`src/hw/sieb_pkg.sv`:
```
// constants, types and register layout of the system interrupt bank
// assumes one core clock domain and byte-wide special register access
package sieb_pkg;

  // ****************************************************************
  // register map and bit layout
  // ****************************************************************
  localparam logic [15:0] SFR_BASE = 16'h0000;
  localparam logic [15:0] SFR_LAST = 16'h000F;
  localparam logic [3:0] OFS_SYS_IRQ_ENABLE_A = 4'h0;
  localparam logic [3:0] OFS_SERIAL_IRQ_ENABLE = 4'h1;
  localparam logic [3:0] OFS_SYS_IRQ_FLAGS_A = 4'h2;
  localparam logic [3:0] OFS_SERIAL_IRQ_FLAGS = 4'h3;

  // system enable bits
  localparam int BIT_WDOG_IRQ_EN = 0;
  localparam int BIT_OSC_FAULT_IRQ_EN = 1;
  localparam int BIT_PIN_NMI_IRQ_EN = 4;
  localparam int BIT_FLASH_VIOL_IRQ_EN = 5;
  // system flag bits
  localparam int BIT_WDOG_FLAG = 0;
  localparam int BIT_OSC_FAULT_FLAG = 1;
  localparam int BIT_POWER_ON_FLAG = 2;
  localparam int BIT_EXT_RESET_FLAG = 3;
  localparam int BIT_PIN_NMI_FLAG = 4;
  // serial enable and flag bits share positions
  localparam int BIT_UNIT_A_RX = 0;
  localparam int BIT_UNIT_A_TX = 1;
  localparam int BIT_UNIT_B_RX = 2;
  localparam int BIT_UNIT_B_TX = 3;

  // implemented bits of each register
  localparam logic [7:0] MASK_SYS_IRQ_ENABLE_A = 8'h33;
  localparam logic [7:0] MASK_SERIAL_IRQ_ENABLE = 8'h0F;
  localparam logic [7:0] MASK_SYS_IRQ_FLAGS_A = 8'h1F;
  localparam logic [7:0] MASK_SERIAL_IRQ_FLAGS = 8'h0F;

  // bits reloaded on every power-up clear, and their values
  localparam logic [7:0] PUC_MASK_SYS_FLAGS_A = 8'h12;
  localparam logic [7:0] PUC_VAL_SYS_FLAGS_A = 8'h02;
  localparam logic [7:0] PUC_VAL_SERIAL_FLAGS = 8'h0A;
  localparam logic [7:0] PUC_VAL_ENABLE = 8'h00;
  // power-on values
  localparam logic [7:0] POR_VAL_SYS_FLAGS_A = 8'h06;
  localparam logic [7:0] READ_FILL = 8'h00;

  // ****************************************************************
  // memory ranges that may hold code
  // ****************************************************************
  localparam logic [15:0] PERIPH_LAST = 16'h01FF;
  localparam logic [15:0] RAM_LAST = 16'h03FF;
  localparam logic [15:0] BOOT_FIRST = 16'h0C00;
  localparam logic [15:0] INFO_LAST = 16'h10FF;
  localparam logic [15:0] MAIN_FIRST = 16'hE000;

  // boot word patterns
  localparam logic [15:0] LOADER_OFF_KEY = 16'hAA55;
  localparam logic [15:0] LOADER_NO_ERASE_KEY = 16'h0000;
  localparam logic [15:0] BLANK_RESET_VECTOR = 16'hFFFF;

  // ****************************************************************
  // carriers
  // ****************************************************************
  typedef enum logic [1:0] {
    SIEB_MODE_UART,
    SIEB_MODE_SPI,
    SIEB_MODE_I2C
  } sieb_ub_mode_t;

  typedef struct packed {
    logic rd;
    logic wr;
    logic [15:0] addr;
    logic [7:0] wdata;
  } sieb_sfr_req_t;

  typedef struct packed {
    logic overflow;
    logic key_viol;
    logic reset_mode;
  } sieb_wdog_ev_t;

  typedef struct packed {
    logic arb_lost_flag;
    logic no_ack_flag;
    logic start_seen_flag;
    logic stop_seen_flag;
  } sieb_i2c_stat_t;

endpackage

```
`src/hw/sieb_top.sv`:
```
// system interrupt enable and flag bank with reset source logic
// assumes the core drives byte accesses on the core clock and that
// rstn_i is the power-on reset; the reset/nmi pin is asynchronous
//
// Operation
// - reset on code fetch from peripheral/unused space
// - semi-maskable sources gated only by own enable
// - reset events ignore every enable
// - unit b receive vector per spi/i2c mode
// - unit b transmit vector per mode
// - loader disabled or erase blocked by key word
// - enable register 0: wdog, osc, nmi, flash
// - wdog enable only counts in interval mode
// - enable register 1: unit a/b rx, tx
// - wdog flag set by reset-mode overflow/key, cleared by pin
// - external reset flag set by reset pin
// - power-on flag one after power-on
// - osc flag one on clear; nmi flag from pin
// - serial flags: tx one, rx zero on clear
// - bracketed bits power-on only, plain on clear
// - absent bits read zero, ignore writes
// - registers decoded in lowest sixteen bytes
// - blank reset vector sends core to deepest sleep
`timescale 1ns/1ps

module sieb_top
  import sieb_pkg::*;
(
  input wire logic core_clk_i,
  input wire logic rstn_i,
  input wire sieb_sfr_req_t sfr_req_i,
  output logic [7:0] sfr_rdata_o,
  input wire logic fetch_i,
  input wire logic [15:0] fetch_addr_i,
  input wire sieb_wdog_ev_t wdog_i,
  input wire logic osc_fault_i,
  input wire logic flash_viol_flag_i,
  input wire logic rst_nmi_pin_n_i,
  input wire logic pin_nmi_sel_i,
  input wire logic [3:0] unit_flag_set_i,
  input wire sieb_ub_mode_t unit_b_mode_i,
  input wire sieb_i2c_stat_t i2c_stat_i,
  input wire logic [15:0] loader_security_word_i,
  input wire logic [15:0] reset_vector_i,
  output logic sys_reset_o,
  output logic power_up_clear_o,
  output logic nmi_req_o,
  output logic wdog_irq_o,
  output logic rx_vec_req_o,
  output logic tx_vec_req_o,
  output logic loader_disabled_o,
  output logic loader_no_erase_o,
  output logic deepest_sleep_mode_o
);

  // ****************************************************************
  // state
  // ****************************************************************
  typedef struct packed {
    logic [7:0] sys_irq_enable_a;
    logic [7:0] serial_irq_enable;
    logic [7:0] sys_irq_flags_a;
    logic [7:0] serial_irq_flags;
    logic [7:0] rdata;
    logic pin_s1;
    logic pin_s2;
    logic pin_s3;
    logic power_up_clear;
    logic sys_reset;
    logic nmi_req;
    logic wdog_irq;
    logic rx_req;
    logic tx_req;
    logic ldr_dis;
    logic ldr_no_erase;
    logic sleep;
    logic boot_seen;
  } sieb_state_t;

  // power-on values; pin idles high
  localparam sieb_state_t ST_POR = '{
    sys_irq_enable_a: PUC_VAL_ENABLE,
    serial_irq_enable: PUC_VAL_ENABLE,
    sys_irq_flags_a: POR_VAL_SYS_FLAGS_A,
    serial_irq_flags: PUC_VAL_SERIAL_FLAGS,
    rdata: READ_FILL,
    pin_s1: 1'b1,
    pin_s2: 1'b1,
    pin_s3: 1'b1,
    power_up_clear: 1'b0,
    sys_reset: 1'b0,
    nmi_req: 1'b0,
    wdog_irq: 1'b0,
    rx_req: 1'b0,
    tx_req: 1'b0,
    ldr_dis: 1'b0,
    ldr_no_erase: 1'b0,
    sleep: 1'b0,
    boot_seen: 1'b0
  };

  sieb_state_t st_q;
  sieb_state_t st_d;

  // ****************************************************************
  // helpers
  // ****************************************************************
  // code may run only from ram, boot, info and main flash
  function automatic logic is_fetch_illegal(input logic [15:0] a);
    logic bad;
    bad = 1'b0;
    if (a <= PERIPH_LAST) begin
      bad = 1'b1;
    end else if (a > RAM_LAST && a < BOOT_FIRST) begin
      bad = 1'b1;
    end else if (a > INFO_LAST && a < MAIN_FIRST) begin
      bad = 1'b1;
    end
    return bad;
  endfunction

  // software write first, then hardware sets on top of it
  function automatic logic [7:0] flag_update(
    input logic [7:0] cur,
    input logic wr,
    input logic [7:0] wdata,
    input logic [7:0] mask,
    input logic [7:0] set
  );
    logic [7:0] v;
    v = cur;
    if (wr) begin
      v = wdata;
    end
    v = (v | set) & mask;
    return v;
  endfunction

  // ****************************************************************
  // next state
  // ****************************************************************
  logic sfr_hit;
  logic [3:0] sfr_ofs;
  logic wr_en_a;
  logic wr_en_s;
  logic wr_flag_a;
  logic wr_flag_s;
  logic pin_low;
  logic pin_reset;
  logic pin_fall;
  logic fetch_bad;
  logic wdog_reset;
  logic [7:0] set_a;
  logic [7:0] clr_a;
  logic [7:0] set_s;
  logic [7:0] nxt_flags_a;

  // address decode of the special register bytes
  assign sfr_hit = (sfr_req_i.addr >= SFR_BASE)
    && (sfr_req_i.addr <= SFR_LAST);
  assign sfr_ofs = sfr_req_i.addr[3:0];
  assign wr_en_a = sfr_req_i.wr && sfr_hit
    && (sfr_ofs == OFS_SYS_IRQ_ENABLE_A);
  assign wr_en_s = sfr_req_i.wr && sfr_hit
    && (sfr_ofs == OFS_SERIAL_IRQ_ENABLE);
  assign wr_flag_a = sfr_req_i.wr && sfr_hit
    && (sfr_ofs == OFS_SYS_IRQ_FLAGS_A);
  assign wr_flag_s = sfr_req_i.wr && sfr_hit
    && (sfr_ofs == OFS_SERIAL_IRQ_FLAGS);

  // reset and event sources, pin read only after the second stage
  assign pin_low = ~st_q.pin_s2;
  assign pin_reset = pin_low && !pin_nmi_sel_i;
  assign pin_fall = st_q.pin_s3 && !st_q.pin_s2 && pin_nmi_sel_i;
  assign fetch_bad = fetch_i && is_fetch_illegal(fetch_addr_i);
  assign wdog_reset = (wdog_i.overflow && wdog_i.reset_mode)
    || wdog_i.key_viol;

  // hardware set and clear terms of the system flags, and set terms of the serial flags
  always_comb begin
    set_a = 8'h00;
    clr_a = 8'h00;
    set_a[BIT_WDOG_FLAG] = wdog_reset;
    clr_a[BIT_WDOG_FLAG] = pin_reset;
    set_a[BIT_EXT_RESET_FLAG] = pin_reset;
    set_a[BIT_OSC_FAULT_FLAG] = osc_fault_i;
    set_a[BIT_PIN_NMI_FLAG] = pin_fall;
    set_s = {4'h0, unit_flag_set_i} & MASK_SERIAL_IRQ_FLAGS;
  end

  // register, request and boot word update
  always_comb begin
    st_d = st_q;
    nxt_flags_a = 8'h00;

    // pin synchroniser chain
    st_d.pin_s1 = rst_nmi_pin_n_i;
    st_d.pin_s2 = st_q.pin_s1;
    st_d.pin_s3 = st_q.pin_s2;

    // reset events are delivered with no enable involved
    st_d.sys_reset = fetch_bad || wdog_reset || pin_reset;
    st_d.power_up_clear = st_d.sys_reset;

    // enable registers, absent bits masked away
    if (wr_en_a) begin
      st_d.sys_irq_enable_a =
        sfr_req_i.wdata & MASK_SYS_IRQ_ENABLE_A;
    end
    if (wr_en_s) begin
      st_d.serial_irq_enable =
        sfr_req_i.wdata & MASK_SERIAL_IRQ_ENABLE;
    end

    // flags: clear by pin first, then write, set wins over both
    nxt_flags_a = st_q.sys_irq_flags_a & ~clr_a;
    st_d.sys_irq_flags_a = flag_update(nxt_flags_a, wr_flag_a,
      sfr_req_i.wdata, MASK_SYS_IRQ_FLAGS_A, set_a);
    st_d.serial_irq_flags = flag_update(st_q.serial_irq_flags,
      wr_flag_s, sfr_req_i.wdata, MASK_SERIAL_IRQ_FLAGS,
      set_s);

    // power-up clear reloads only the plain-valued bits
    if (st_q.power_up_clear) begin
      st_d.sys_irq_enable_a = PUC_VAL_ENABLE;
      st_d.serial_irq_enable = PUC_VAL_ENABLE;
      st_d.sys_irq_flags_a =
        (st_d.sys_irq_flags_a & ~PUC_MASK_SYS_FLAGS_A)
        | PUC_VAL_SYS_FLAGS_A;
      st_d.serial_irq_flags = PUC_VAL_SERIAL_FLAGS;
    end

    // read data, zero outside implemented bits and registers
    if (sfr_req_i.rd) begin
      st_d.rdata = READ_FILL;
      if (sfr_hit) begin
        unique case (sfr_ofs)
          OFS_SYS_IRQ_ENABLE_A: st_d.rdata = st_q.sys_irq_enable_a;
          OFS_SERIAL_IRQ_ENABLE: st_d.rdata = st_q.serial_irq_enable;
          OFS_SYS_IRQ_FLAGS_A: st_d.rdata = st_q.sys_irq_flags_a;
          OFS_SERIAL_IRQ_FLAGS: st_d.rdata = st_q.serial_irq_flags;
          default: st_d.rdata = READ_FILL;
        endcase
      end
    end

    // semi-maskable request, no global enable term
    st_d.nmi_req =
      (st_q.sys_irq_flags_a[BIT_PIN_NMI_FLAG]
        && st_q.sys_irq_enable_a[BIT_PIN_NMI_IRQ_EN])
      || (st_q.sys_irq_flags_a[BIT_OSC_FAULT_FLAG]
        && st_q.sys_irq_enable_a[BIT_OSC_FAULT_IRQ_EN])
      || (flash_viol_flag_i
        && st_q.sys_irq_enable_a[BIT_FLASH_VIOL_IRQ_EN]);

    // interval timer interrupt, dead in watchdog reset mode
    st_d.wdog_irq = st_q.sys_irq_flags_a[BIT_WDOG_FLAG]
      && st_q.sys_irq_enable_a[BIT_WDOG_IRQ_EN]
      && !wdog_i.reset_mode;

    // shared receive vector
    st_d.rx_req = st_q.serial_irq_flags[BIT_UNIT_A_RX]
      && st_q.serial_irq_enable[BIT_UNIT_A_RX];
    if (unit_b_mode_i == SIEB_MODE_I2C) begin
      st_d.rx_req = st_d.rx_req || (|i2c_stat_i);
    end else if (unit_b_mode_i == SIEB_MODE_SPI) begin
      st_d.rx_req = st_d.rx_req
        || (st_q.serial_irq_flags[BIT_UNIT_B_RX]
          && st_q.serial_irq_enable[BIT_UNIT_B_RX]);
    end

    // shared transmit vector
    st_d.tx_req = (st_q.serial_irq_flags[BIT_UNIT_A_TX]
        && st_q.serial_irq_enable[BIT_UNIT_A_TX])
      || (st_q.serial_irq_flags[BIT_UNIT_B_TX]
        && st_q.serial_irq_enable[BIT_UNIT_B_TX]);
    if (unit_b_mode_i == SIEB_MODE_I2C) begin
      st_d.tx_req = st_d.tx_req
        || (st_q.serial_irq_flags[BIT_UNIT_B_RX]
          && st_q.serial_irq_enable[BIT_UNIT_B_RX]);
    end

    // boot words caught after power-on and after each clear
    st_d.boot_seen = 1'b1;
    if (!st_q.boot_seen || st_q.power_up_clear) begin
      st_d.ldr_dis =
        (loader_security_word_i == LOADER_OFF_KEY);
      st_d.ldr_no_erase =
        (loader_security_word_i == LOADER_NO_ERASE_KEY);
      st_d.sleep =
        (reset_vector_i == BLANK_RESET_VECTOR);
    end
  end

  // ****************************************************************
  // state register
  // ****************************************************************
  // power-on reset loads bracketed and plain values alike
  always_ff @(posedge core_clk_i) begin
    if (!rstn_i) begin
      st_q <= ST_POR;
    end else begin
      st_q <= st_d;
    end
  end

  // outputs straight from the state register
  assign sfr_rdata_o = st_q.rdata;
  assign sys_reset_o = st_q.sys_reset;
  assign power_up_clear_o = st_q.power_up_clear;
  assign nmi_req_o = st_q.nmi_req;
  assign wdog_irq_o = st_q.wdog_irq;
  assign rx_vec_req_o = st_q.rx_req;
  assign tx_vec_req_o = st_q.tx_req;
  assign loader_disabled_o = st_q.ldr_dis;
  assign loader_no_erase_o = st_q.ldr_no_erase;
  assign deepest_sleep_mode_o = st_q.sleep;

endmodule

```
`config.mk`:
```
export PLATFORM = sky130hd
export DESIGN_NAME = sieb_top
export DESIGN_NICKNAME = d
export VERILOG_FILES = /design/src/hw/sieb_pkg.sv /design/src/hw/sieb_top.sv
export SDC_FILE = /design/constraint.sdc
export NUM_CORES = 1
export LEC_CHECK = 0
export BUFFER_PORTS_ARGS = -buffer_cell sky130_fd_sc_hd__buf_2
export CORE_MARGIN = 5
export CORE_UTILIZATION = 40
export DETAILED_ROUTE_END_ITERATION = 8
export PLACE_DENSITY_LB_ADDON = 0.2
export SKIP_CTS_REPAIR_TIMING = 1
export SLEW_MARGIN = 30
export SYNTH_ARGS = -nofsm -noshare
export SYNTH_HDL_FRONTEND = slang
export SYNTH_SLANG_ARGS = --single-unit
```
`constraint.sdc`:
```
create_clock -name core_clk_i -period 1.7 [get_ports core_clk_i]
set_clock_uncertainty 0.15 [all_clocks]
set_input_delay 0.34 -clock core_clk_i [delete_from_list [all_inputs] [get_ports core_clk_i]]
set_output_delay 0.34 -clock core_clk_i [all_outputs]
set_load 0.01 [all_outputs]
```
==> summary.md <==
| Metric | Value |
|---|---|
| Status | `complete, no violations` |
| Setup crit end kind | `register` |
| Final instance area | `approximately 2400 um^2` |
| Fraction of layout cells with a size suffix above 1 | `between 30 and 40%` |
| Top-count cell post-synth | `dfxtp_1` |
| DP HPWL | `between 3 and 4 mm` |
| CTS tree | `done` |
| Critical Path AT | `between 1.5 and 2 ns` |
| Largest net degree at the start of global routing | `23` |
| Met2 WL post-DR | `~2.5 mm` |
| Synth Area in Simple Gates | `27.9%` |
| Adder-Cell Fraction of Synth Area | `0%` |
| GRT Total Usage | `between 15 and 20%` |
| CP startpoint kind | `input pin` |
| Post-synthesis mux area share | `roughly 4.2%` |
| Final wirelength | `5.12 mm` |
| HP Start | `rst_nmi_pin_n_i` |
| Syn Inst Count | `approximately 210` |
| Drt via density | `between 5 and 6` |
| Placement Setup Slack | `-0.0455 ns` |
| Rows | `24` |
| DRC Markers | `0` |
| R2R Setup Slk | `~0.37 ns` |
| Inst Count DP | `approximately 350` |
| H-Tree Depth | `2` |
| Die extent in y | `between 70 and 80 um` |
| Final Hold Vio Count | `0` |
| Met1 Routed Length | `around 2.2 mm` |
| Max Fanout on Critical Path | `20` |
| RD Place Congestion | `roughly 0.85` |
| Top Metal Used | `met4` |
| Crit. Startpoint | `sfr_req_i[17]` |
| Slew @ Worst Pin | `about 0.59 ns` |
| Synth async-reset ratio | `0%` |
| Synth cell types | `38` |
| Slew margin rel. | `around 60%` |
| CP required | `1.75 ns` |
| Setup violators final | `0` |
| Cell area after synthesis | `1790 um^2` |
| # IOs | `approximately 110` |
| Syn_area_per_cell | `roughly 8.6 um^2` |
| Clk Tree Root Cell | `clkbuf_8` |
| Finished Core Util | `approximately 55%` |
| Top cells by count, synth | `dfxtp_1 (35), o21ai_1 (20), nand4_1 (18), a21oi_1 (14), nand2_1 (14)` |
| First-pass GRT wire length | `~8.4 mm` |
| Xor and xnor area share after synthesis | `0%` |
| Post-synth top area cell | `dfxtp_1` |
| Ant diodes | `0` |
| Total congestion overflow | `0` |
| Final Max Slew Viols | `0` |
| Minimum clock period | `1.45 ns` |
| Final Cycle Share | `between 80 and 90%` |
| Reg2reg start | `sys_reset_o` |
| Yosys warns | `0` |
| Count of input and output buffers | `slightly below 100` |
| Post-synth EDFFs | `0` |
| Top cell type's share of synthesized area | `roughly two fifths` |
| Initial Util | `41.1%` |
| Nets | `395` |
| DR WL met3 | `339 um` |
| Synth Area in Compound Gates | `between 20% and 30%` |
| Routed vias | `1882` |
| Critical path class | `in -> reg` |
| Starting DRT DRC Count | `92` |
| Vias in the first global route | `about 1900` |
| CTS Buf Count | `5` |
| Final WS setup | `0.247 ns` |
| Synth Register Bits | `35` |
| Most used DFF post-synth | `dfxtp_1` |
| Initial antenna violation count | `0` |
| Final ANT Viol Nets | `0` |
| Final Non-Filler Cells | `between 300 and 400` |
| LEAKAGE | `just over 1 nW` |
| WL/cell | `approximately 14 um` |
| Power Dens Cells | `694 nW/um^2` |
| Placed cell area | `between 2000 and 2500 um^2` |
| Largest family of logic cells by synthesized area | `simple AND/OR/NAND/NOR gates` |
| Post-synthesis sequential area ratio | `about 39%` |
| Die area | `between 5000 and 6000 um^2` |
| Area grow syn2layout | `32.8%` |
| Max_cap viols | `0` |
| Core Region | `4350 um^2` |
| Min-delay worst type | `in -> reg` |
| Area contributors post-synth | `dfxtp_1 (39%), nand4_1 (6.3%), o21ai_1 (5.6%)` |
| Clock Pin Slew Worst Setup and Hold Paths | `0.07 ns` |
| DRT Pass-1 Iters | `4` |
| Unrepaired setup endpoints after global routing | `false` |
| Die extent in x | `a little under 80 um` |
| F_max | `688 MHz` |
| Peak supply drop | `roughly 0.53 mV` |
| Clk_lat worst skew | `between 0.2 and 0.3 ns` |
| CTS Buffer Depth | `2` |
| TritonCTS sink count | `35` |
-- registers in the layout, indices dropped and copies added (netlist names) --
| signal | count |
|---|---|
| rx_vec_req_o | 1 |
| deepest_sleep_mode_o | 1 |
| nmi_req_o | 1 |
| loader_no_erase_o | 1 |
| sfr_rdata_o | 6 |
| st_d | 2 |
| st_q | 19 |
| wdog_irq_o | 1 |
| sys_reset_o | 1 |
| tx_vec_req_o | 1 |
| loader_disabled_o | 1 |
-- worst max-delay path, stage by stage --
cell     delay [ns]
buf_2          0.10
nor4_2         0.31
and4_1         0.28
buf_12         0.16
a41oi_1        0.12
a21oi_1        0.18
-- cells in the final DEF, fill, tap and decap left out, types with 4 or more instances in the layout --
cell	n
a21boi_1	6
a21oi_1	14
a31oi_1	5
a41oi_1	4
buf_2	98
buf_4	6
clkbuf_8	5
dfxtp_1	35
inv_1	4
nand2_1	14
nand2b_1	6
nand3b_1	5
nand4_1	18
nor2_1	9
nor2b_1	6
nor3_1	4
nor4_1	6
o21ai_1	20
-- where the power goes --
group | internal, mW | total, mW | leakage (nW) | switching, mW
Sequential | 0.833 | 0.842 | 0.284 | 0.00914
Combinational | 0.117 | 0.234 | 0.693 | 0.117
Clock | 0.287 | 0.575 | 0.0422 | 0.288
-- kinds of logic after synthesis --
group                  Yosys count
multiplexers                     5
AND/OR/NAND/NOR                 83
buffers and inverters           24
flip-flops                      35
other                            1
AO/OA/AOI/OAI                   60
-- area by class of cell --
class / count / area, um^2
repair buffers: 105 / 556
flip-flops and latches: 35 / 701
fillers: 438 / 1980
well taps: 52 / 65.1
inverters: 4 / 15.0
clock buffers: 7 / 76.3
clock inverters: 1 / 5.00
multi-input cells: 150 / 960
-- path summary, 6_finish.rpt --
check | endpoint | depth (start not counted)
max | st_q[21] | 6
max reg2reg | st_q[22] | 3
min | st_d[11] | 2
min reg2reg | st_d[10] | 1
-- layer usage --
| metal | track usage, % | up-vias |
|---|---|---|
| li1 | - | 959 |
| met1 | 21.4 | 865 |
| met2 | 28.4 | 54 |
| met3 | 5.39 | 4 |
| met4 | 4.37 | 0 |
| met5 | 0 | - |
-- per-stage QoR --
stage                     TNS [ns]  hold WS [ns]  total power, mW
final                            0        0.0804             1.65
after CTS                        0        0.0679             1.68
after floorplan                  0         0.218            0.958
after global routing             0        0.0720             1.73
after global placement           0         0.238             1.09
after detailed placement    -0.130         0.242             1.09
Power figures use the tool's default switching activity.
